===== config.mk =====
export PLATFORM = sky130hd
export DESIGN_NAME = tbac_top
export DESIGN_NICKNAME = d
export VERILOG_FILES = /design/src/hw/tbac_pkg.sv /design/src/hw/tbac_tick_gen.sv /design/src/hw/tbac_top.sv
export VERILOG_INCLUDE_DIRS = /design/src /design/src/hw
export SDC_FILE = /design/constraint.sdc
export NUM_CORES = 1
export LEC_CHECK = 0
export CAP_MARGIN = 10
export CORE_ASPECT_RATIO = 2
export CORE_MARGIN = 2
export CORE_UTILIZATION = 40
export DETAILED_ROUTE_END_ITERATION = 7
export DONT_BUFFER_PORTS = 1
export HOLD_SLACK_MARGIN = 0.03
export SLEW_MARGIN = 40
export SYNTH_ARGS = -nofsm -noshare
export SYNTH_HDL_FRONTEND = slang
export SYNTH_SLANG_ARGS = --single-unit

===== constraint.sdc =====
create_clock -name clk -period 4.61 [get_ports clk]
set_input_delay 0.461 -clock clk [delete_from_list [all_inputs] [get_ports clk]]
set_output_delay 0.461 -clock clk [all_outputs]
set_load 0.05 [all_outputs]

===== src/hw/tbac_params.svh =====
// constants for the twelve-bit converter control block
`ifndef TBAC_PARAMS_SVH
`define TBAC_PARAMS_SVH

// ----------------------------------------------------------------------------
// register indices, byte address is four times the index
// ----------------------------------------------------------------------------
`define TBAC_IDX_CTRL     8'hb1
`define TBAC_IDX_RES_HI   8'hb2
`define TBAC_IDX_CKS_RES  8'hb3

// ----------------------------------------------------------------------------
// conversion_control field positions
// ----------------------------------------------------------------------------
`define TBAC_CTRL_EN_BIT    7
`define TBAC_CTRL_START_BIT 6
`define TBAC_CTRL_DONE_BIT  5
`define TBAC_CTRL_PATH_BIT  4
`define TBAC_CTRL_SEL_MSB   2
`define TBAC_CTRL_SEL_LSB   0

// ----------------------------------------------------------------------------
// clock_select_and_result_nibble field positions
// ----------------------------------------------------------------------------
`define TBAC_CKS_HI_BIT   6
`define TBAC_CKS_RES_BIT  5
`define TBAC_CKS_LO_BIT   4
`define TBAC_CKS_NIB_MSB  3

// ----------------------------------------------------------------------------
// reset values and codes
// ----------------------------------------------------------------------------
`define TBAC_SEL_FIRST    3'h0
`define TBAC_SEL_SECOND   3'h1
`define TBAC_RES_RST      1'b0
`define TBAC_CONV_LAST    6'h3f
`define TBAC_STEP_PHASE   2'h3
`define TBAC_TRIAL_INIT   12'h800
`define TBAC_NIB_ZERO     4'h0

`endif


===== src/hw/tbac_pkg.sv =====
// types shared by the twelve-bit converter control block
package tbac_pkg;

  // sequencer states
  typedef enum logic [0:0] {
    TBAC_IDLE = 1'b0,
    TBAC_RUN  = 1'b1
  } tbac_state_t;

  // conversion clock source codes
  typedef enum logic [1:0] {
    TBAC_CK_CPU4  = 2'b00,
    TBAC_CK_CPU2  = 2'b01,
    TBAC_CK_HOSC  = 2'b10,
    TBAC_CK_HOSC2 = 2'b11
  } tbac_cks_t;

  // conversion_control contents
  typedef struct packed {
    logic       en;
    logic       start;
    logic       done;
    logic       path;
    logic [2:0] sel;
  } tbac_ctrl_t;

  // writable part of clock_select_and_result_nibble
  typedef struct packed {
    tbac_cks_t cks;
    logic      res12;
  } tbac_cksel_t;

  // apb request from the master
  typedef struct packed {
    logic        psel;
    logic        penable;
    logic        pwrite;
    logic [11:0] paddr;
    logic [31:0] pwdata;
  } tbac_apb_req_t;

endpackage


===== src/hw/tbac_tick_gen.sv =====
// conversion clock enable generator
`timescale 1ns/1ps
`include "tbac_params.svh"

module tbac_tick_gen
  import tbac_pkg::*;
(
  input  wire logic      clk,
  input  wire logic      sys_rst,
  input  wire logic      run,
  input  tbac_cks_t      clk_src,
  input  wire logic      slow_mode,
  input  wire logic      hosc_tick,
  output logic           conv_tick
);

  logic [1:0] div_q;
  logic       hosc_half_q;

  // ----------------------------------------------------------------------------
  // cpu clock prescaler, restarted when a conversion starts from idle so the first period is whole; a relaunch mid-run keeps counting
  // ----------------------------------------------------------------------------
  always_ff @(posedge clk) begin
    if (sys_rst || !run) begin
      div_q <= 2'h0;
    end else begin
      div_q <= div_q + 2'h1;
    end
  end

  // high oscillator halver
  always_ff @(posedge clk) begin
    if (sys_rst || !run) begin
      hosc_half_q <= 1'b0;
    end else if (hosc_tick) begin
      hosc_half_q <= ~hosc_half_q;
    end
  end

  // ----------------------------------------------------------------------------
  // tick select; high oscillator sources give no ticks in slow mode
  // ----------------------------------------------------------------------------
  always_ff @(posedge clk) begin
    if (sys_rst || !run) begin
      conv_tick <= 1'b0;
    end else begin
      unique case (clk_src)
        TBAC_CK_CPU4:  conv_tick <= (div_q == 2'h3);
        TBAC_CK_CPU2:  conv_tick <= div_q[0];
        TBAC_CK_HOSC:  conv_tick <= hosc_tick && !slow_mode;
        TBAC_CK_HOSC2: conv_tick <= hosc_tick && hosc_half_q && !slow_mode;
      endcase
    end
  end

endmodule


===== src/hw/tbac_top.sv =====
// register file and sequencer of the two-input twelve-bit converter
// Contract
// - converter stays off while enable bit is 0, works once set to 1.
// - done flag reads 0 while converting; completion sets it, clears start.
// - result registers load in the same cycle the done flag rises.
// - path enable 0 disconnects the input, 1 connects the chosen channel.
// - select code 000 routes first input, 001 second, others reserved.
// - clock source 00 cpu/4, 01 cpu/2, 10 high osc, 11 high osc/2.
// - high oscillator sources only in normal mode; cpu sources in both.
// - upper result register holds result bits 11 down to 4.
// - result bits 3 down to 0 sit read-only in clock-select low nibble.
// - resolution bit chooses 8 or 12 bits, 1 meaning 12 bits.
// - 8-bit mode gives only bits 11..4 meaningful; 12-bit gives all.
// - result registers ignore software writes.
// - result registers have no defined value after reset.
// - a conversion lasts exactly 64 conversion clock periods.
// - result is unsigned straight binary, 4096 steps of the high reference.
`timescale 1ns/1ps
`include "tbac_params.svh"

module tbac_top
  import tbac_pkg::*;
#(
  parameter int RES_W = 12
)
(
  input  wire logic             clk,
  input  wire logic             sys_rst,
  input  tbac_apb_req_t         apb_req,
  output logic [31:0]           prdata,
  output logic                  pready,
  output logic                  pslverr,
  input  wire logic [RES_W-1:0] analog_input_first,
  input  wire logic [RES_W-1:0] analog_input_second,
  input  wire logic             hosc_tick,
  input  wire logic             slow_mode,
  output logic                  conv_power_enable,
  output logic                  input_path_enable,
  output logic [2:0]            input_select_field,
  output logic                  conv_active
);

  // ----------------------------------------------------------------------------
  // address helpers
  // ----------------------------------------------------------------------------
  function automatic logic [11:0] byte_addr(input logic [7:0] idx);
    byte_addr = {2'b00, idx, 2'b00};
  endfunction

  function automatic logic is_reg(input logic [11:0] addr, input logic [7:0] idx);
    is_reg = (addr == byte_addr(idx));
  endfunction

  // ----------------------------------------------------------------------------
  // state
  // ----------------------------------------------------------------------------
  tbac_ctrl_t        ctrl_q;
  tbac_cksel_t       cksel_q;
  logic [RES_W-1:0]  result_q;
  tbac_state_t       state_q;
  logic [5:0]        tick_cnt_q;
  logic [RES_W-1:0]  sample_q;
  logic [RES_W-1:0]  acc_q;
  logic [RES_W-1:0]  trial_q;
  logic [31:0]       rdata_q;

  logic              setup_ph;
  logic              access_ph;
  logic              hit_ctrl;
  logic              hit_hi;
  logic              hit_cks;
  logic              mapped;
  logic              wr_ctrl;
  logic              wr_cks;
  logic              launch;
  logic              conv_tick;
  logic              finish;
  logic              step_ok;
  logic [RES_W-1:0]  chan_value;
  logic [RES_W-1:0]  probe;
  tbac_ctrl_t        wctrl;

  // ----------------------------------------------------------------------------
  // apb decode
  // ----------------------------------------------------------------------------
  assign setup_ph  = apb_req.psel && !apb_req.penable;
  assign access_ph = apb_req.psel && apb_req.penable;
  assign hit_ctrl  = is_reg(apb_req.paddr, `TBAC_IDX_CTRL);
  assign hit_hi    = is_reg(apb_req.paddr, `TBAC_IDX_RES_HI);
  assign hit_cks   = is_reg(apb_req.paddr, `TBAC_IDX_CKS_RES);
  assign mapped    = hit_ctrl || hit_hi || hit_cks;
  assign wr_ctrl   = access_ph && apb_req.pwrite && hit_ctrl;
  assign wr_cks    = access_ph && apb_req.pwrite && hit_cks;

  // zero wait states; unmapped addresses answer with an error
  assign pready    = 1'b1;
  assign pslverr   = access_ph && !mapped;
  assign prdata    = rdata_q;

  // write data viewed as a control word
  assign wctrl.en    = apb_req.pwdata[`TBAC_CTRL_EN_BIT];
  assign wctrl.start = apb_req.pwdata[`TBAC_CTRL_START_BIT];
  assign wctrl.done  = apb_req.pwdata[`TBAC_CTRL_DONE_BIT];
  assign wctrl.path  = apb_req.pwdata[`TBAC_CTRL_PATH_BIT];
  assign wctrl.sel   = apb_req.pwdata[`TBAC_CTRL_SEL_MSB:`TBAC_CTRL_SEL_LSB];

  // a start write only launches when the converter is enabled by the same word
  assign launch = wr_ctrl && wctrl.start && wctrl.en;

  // ----------------------------------------------------------------------------
  // read data, captured in the setup phase so prdata is a flop output
  // ----------------------------------------------------------------------------
  always_ff @(posedge clk) begin
    if (sys_rst) begin
      rdata_q <= 32'h0000_0000;
    end else if (setup_ph) begin
      rdata_q <= 32'h0000_0000;
      if (hit_ctrl) begin
        rdata_q[`TBAC_CTRL_EN_BIT]    <= ctrl_q.en;
        rdata_q[`TBAC_CTRL_START_BIT] <= ctrl_q.start;
        rdata_q[`TBAC_CTRL_DONE_BIT]  <= ctrl_q.done;
        rdata_q[`TBAC_CTRL_PATH_BIT]  <= ctrl_q.path;
        rdata_q[`TBAC_CTRL_SEL_MSB:`TBAC_CTRL_SEL_LSB] <= ctrl_q.sel;
      end else if (hit_hi) begin
        rdata_q[7:0] <= result_q[RES_W-1:RES_W-8];
      end else if (hit_cks) begin
        rdata_q[`TBAC_CKS_HI_BIT]  <= cksel_q.cks[1];
        rdata_q[`TBAC_CKS_RES_BIT] <= cksel_q.res12;
        rdata_q[`TBAC_CKS_LO_BIT]  <= cksel_q.cks[0];
        rdata_q[`TBAC_CKS_NIB_MSB:0] <= result_q[3:0];
      end
    end
  end

  // ----------------------------------------------------------------------------
  // conversion_control: hardware completion wins over a software clear
  // ----------------------------------------------------------------------------
  always_ff @(posedge clk) begin
    if (sys_rst) begin
      ctrl_q <= '0;
    end else begin
      if (wr_ctrl) begin
        ctrl_q.en    <= wctrl.en;
        ctrl_q.path  <= wctrl.path;
        ctrl_q.sel   <= wctrl.sel;
        ctrl_q.start <= wctrl.start && wctrl.en;
        ctrl_q.done  <= wctrl.start ? 1'b0 : wctrl.done;
      end else if (!ctrl_q.en) begin
        ctrl_q.start <= 1'b0;
      end
      if (finish && !launch) begin
        ctrl_q.done  <= 1'b1;
        ctrl_q.start <= 1'b0;
      end
    end
  end

  // ----------------------------------------------------------------------------
  // clock source and resolution; the result nibble bits are not writable
  // ----------------------------------------------------------------------------
  always_ff @(posedge clk) begin
    if (sys_rst) begin
      cksel_q.cks   <= TBAC_CK_CPU4;
      cksel_q.res12 <= `TBAC_RES_RST;
    end else if (wr_cks) begin
      cksel_q.cks   <= tbac_cks_t'({apb_req.pwdata[`TBAC_CKS_HI_BIT],
                                    apb_req.pwdata[`TBAC_CKS_LO_BIT]});
      cksel_q.res12 <= apb_req.pwdata[`TBAC_CKS_RES_BIT];
    end
  end

  // ----------------------------------------------------------------------------
  // input routing; reserved codes and a closed path give zero
  // ----------------------------------------------------------------------------
  always_comb begin
    chan_value = '0;
    if (ctrl_q.path) begin
      if (ctrl_q.sel == `TBAC_SEL_FIRST) begin
        chan_value = analog_input_first;
      end else if (ctrl_q.sel == `TBAC_SEL_SECOND) begin
        chan_value = analog_input_second;
      end
    end
  end

  // ----------------------------------------------------------------------------
  // conversion clock
  // ----------------------------------------------------------------------------
  tbac_tick_gen u_tick (
    .clk       (clk),
    .sys_rst   (sys_rst),
    .run       (state_q == TBAC_RUN),
    .clk_src   (cksel_q.cks),
    .slow_mode (slow_mode),
    .hosc_tick (hosc_tick),
    .conv_tick (conv_tick)
  );

  // the 64th tick ends the conversion
  assign finish  = (state_q == TBAC_RUN) && conv_tick && (tick_cnt_q == `TBAC_CONV_LAST);
  // 8-bit mode stops trying bits once bit 4 is decided
  assign step_ok = cksel_q.res12 || (trial_q[RES_W-1:4] != '0);
  assign probe   = acc_q | trial_q;

  // ----------------------------------------------------------------------------
  // sequencer state and period count
  // ----------------------------------------------------------------------------
  always_ff @(posedge clk) begin
    if (sys_rst) begin
      state_q    <= TBAC_IDLE;
      tick_cnt_q <= 6'h00;
    end else if (launch) begin
      state_q    <= TBAC_RUN;
      tick_cnt_q <= 6'h00;
    end else begin
      unique case (state_q)
        TBAC_IDLE: begin
          tick_cnt_q <= 6'h00;
        end
        TBAC_RUN: begin
          // clearing enable or start aborts the conversion
          if (!ctrl_q.en || !ctrl_q.start || finish) begin
            state_q <= TBAC_IDLE;
          end else if (conv_tick) begin
            tick_cnt_q <= tick_cnt_q + 6'h01;
          end
        end
      endcase
    end
  end

  // ----------------------------------------------------------------------------
  // successive approximation, one bit every fourth tick, msb first
  // ----------------------------------------------------------------------------
  always_ff @(posedge clk) begin
    if (sys_rst) begin
      sample_q <= '0;
      acc_q    <= '0;
      trial_q  <= '0;
    end else if (launch) begin
      sample_q <= chan_value; // held for the whole conversion
      acc_q    <= '0;
      trial_q  <= `TBAC_TRIAL_INIT;
    end else if (state_q == TBAC_RUN && conv_tick &&
                 tick_cnt_q[1:0] == `TBAC_STEP_PHASE && trial_q != '0 && step_ok) begin
      if (sample_q >= probe) begin
        acc_q <= probe;
      end
      trial_q <= trial_q >> 1;
    end
  end

  // ----------------------------------------------------------------------------
  // result: no reset on purpose, loaded only at completion
  // ----------------------------------------------------------------------------
  always_ff @(posedge clk) begin
    if (finish && !launch) begin
      result_q <= cksel_q.res12 ? acc_q : {acc_q[RES_W-1:4], `TBAC_NIB_ZERO};
    end
  end

  // ----------------------------------------------------------------------------
  // outputs toward the analog macro
  // ----------------------------------------------------------------------------
  always_ff @(posedge clk) begin
    if (sys_rst) begin
      conv_power_enable  <= 1'b0;
      input_path_enable  <= 1'b0;
      input_select_field <= 3'h0;
      conv_active        <= 1'b0;
    end else begin
      conv_power_enable  <= ctrl_q.en;
      input_path_enable  <= ctrl_q.path;
      input_select_field <= ctrl_q.sel;
      conv_active        <= (state_q == TBAC_RUN) && !finish;
    end
  end

endmodule


==> metrics.txt <==
Worst-Margin Slew=0.710 ns; Seq/Total Area, Yosys=roughly 46%; clk_lat worst skew=between 0.3 and 0.4 ns; drt total wl=8440 um; Area contributors post-synth=dfxtp_1, edfxtp_1, mux2i_1; Min-Delay Path Class=in -> reg; Clock Path Buffers=2; Synth Cell Area=0.00386 mm^2; largest net degree at the start of global routing=39; first-pass GRT wire length=approximately 13,000 um; setup TNS=0 ns; FF+latch count, synth=83; reg2reg path depth=7; H-tree depth=3; uppermost layer routed=met4; vias per cell=~5.5; post-synth top area share=36.8%; RSZ-0062 raised after global routing=no; hold path endpoint=ctrl_q[0]$_SDFFE_PP0P_; Final nets=498; Main synth FF type=dfxtp_1; Final Slew Violations=0; dpl cell area=0.00380 mm^2; clk root buf=clkbuf_16; core area=between 0.009 and 0.01 mm^2; most frequent cells in the layout=dfxtp_1, nand2_1, nor2_1; Post-Synthesis Cells=423; R2R Path End=acc_q[1]$_SDFFE_PP0P_; Post-CTS Setup Bufs=0; Hold Violations, Final=0; vias=2,873; Fin Hold WS=0.178 ns; status=finished, final reports clean; vias in the first global route=2,788; asr flop ratio synth=0%; crit path capture type=flip-flop; total gr overflow=0; synth warn=0; Setup Skew=0.00577 ns; Final Total Pwr=0.00156 W; pwr/cell area=approximately 380 mW/mm^2; Pleak=~1.5 nW; Ant. Diodes=0; Layout Area Growth over Synthesis=6.81%; hold-fix buffers at CTS=0; I/O Pins=115; post-CTS sizing=0; R2R Path Start=trial_q[5]$_SDFFE_PP0P_; Tcrit/Tclk final=51.8%; max_cap viols=0; Die Y=143 um; Worst Min Path Start=sys_rst; worst path required time=4.81 ns; Fmax=approximately 420 MHz; Synth cell types=between 40 and 50; r2r setup slk=2.33 ns; cell area after layout=0.00412 mm^2; DP HPWL=~6300 um; worst-path maximum fanout=31; Reg clk slew, reported paths=0.06 ns; Slew headroom=52.7%; Die W=73.5 um; Final Critical Period=2.39 ns; Initial Util=41.1%; Routed Antenna Nets=0; Total GRT Usage=17.1%; Worst Hold Path Cells=1; CTS tree=done; DRT Pass-1 Iters=4; met1 WL=2920 um; WL met3=399 um; CP arrival=2.59 ns; row cnt=50; drt drc=0; number of flops mapped to enable cells by yosys=12; syn_area_per_cell=9.13 um^2; endpoints failing setup=0; Initial DRC Count=92; startpoint types=primary input; commonest non-fill, non-tap cell in the layout=dfxtp_1; I/O Buffers=0; cts bufs inserted=9; Synth area leader=dfxtp_1; CP Class=in -> reg; peak supply drop=0.000243 V; GPL Wtd Cong=0.843; met2 wire length=4620 um; initial antenna violation count=0; layout cells sized above 1=7.25%; Die ar.=0.0105 mm^2; clock sinks=83; WL/cell=16.3 um
state kept, by name, summed over array words and instances (netlist names):
register	cells
sample_q	12
acc_q	12
conv_power_enable	1
prdata	8
tick_cnt_q	6
ctrl_q	7
u_tick.conv_tick	1
input_select_field	3
u_tick.hosc_half_q	1
cksel_q	3
conv_active	1
input_path_enable	1
result_q	12
trial_q	12
state_q	1
u_tick.div_q	2
final cells by class:
type | count | area [um^2]
fill | 878 | 5260
multi-input combinational | 310 | 1870
sequential | 83 | 1780
clock buffer | 10 | 239
tap | 104 | 130
clock inverter | 6 | 78.8
inverter | 4 | 15.0
timing repair buffer | 1 | 7.51
through the flow:
| step | instances | util, % | worst slack (ns) |
|---|---|---|---|
| finish | 518 | 43.9 | 2.22 |
| global route | 518 | 43.9 | 2.03 |
| CTS | 518 | 43.9 | 2.23 |
| detailed placement | 502 | 40.5 | 1.86 |
| global placement | 502 | 40.4 | 1.87 |
| floorplan | 446 | - | 2.40 |
cell families (layout without fill, tap and decap cells):
family | Yosys count | after routing | synth area share, %
multiplexers | 34 | 34 | 9.01
XOR/XNOR | 6 | 6 | 1.36
buffers and inverters | 53 | 21 | 7.88
flip-flops | 83 | 83 | 46.2
adder cells (fa/ha/maj) | 14 | 14 | 4.54
AO/OA/AOI/OAI | 67 | 67 | 10.3
other | 2 | 25 | 0.195
AND/OR/NAND/NOR | 164 | 164 | 20.6
cell usage after synthesis (3+ instances only):
cell,n
nor2_1,47
clkbuf_1,18
o21ai_0,9
a21oi_1,37
nand3_1,15
ha_1,14
nor2b_1,7
or3_1,12
xnor2_1,4
and3_1,3
nand2_1,51
buf_2,3
nor3_1,8
dfxtp_1,71
edfxtp_1,12
a31oi_1,3
o31ai_1,5
a22oi_1,6
mux2i_1,28
mux2_2,6
and2_1,4
inv_1,4
buf_4,25
worst max path at each step:
stage	startpoint	end	slack (ns)	cells after the start
2_1_floorplan	apb_req[41]	pslverr	2.40	5
3_3_place_gp	apb_req[37]	acc_q[7]$_SDFFE_PP0P_	1.87	5
4_1_cts	apb_req[37]	acc_q[8]$_SDFFE_PP0P_	2.23	5
3_5_place_dp	apb_req[33]	acc_q[8]$_SDFFE_PP0P_	1.86	5
6_report	apb_req[37]	acc_q[8]$_SDFFE_PP0P_	2.22	5
5_1_grt	apb_req[37]	acc_q[8]$_SDFFE_PP0P_	2.03	5
power breakdown:
| part | internal [W] | switching (W) | leakage [nW] |
|---|---|---|---|
| sequential | 0.000732 | 0.0000000152 | 0.700 |
| combinational | 0.00000789 | 0.0000589 | 0.629 |
| clock | 0.000484 | 0.000280 | 0.160 |
| total | 0.00122 | 0.000339 | 1.49 |
worst max-delay path, cell delays in order:
cell	delay, ns
nor4bb_1	0.26
nand3_1	0.40
or4_4	0.82
nand2_1	0.48
o31ai_1	0.16
per-layer routing:
layer	GRT usage, %	up-vias
met5	0	-
met2	31.4	101
li1	-	1393
met4	11.6	0
met1	15.7	1351
met3	4.23	28
(Power assumes the default switching activity.)
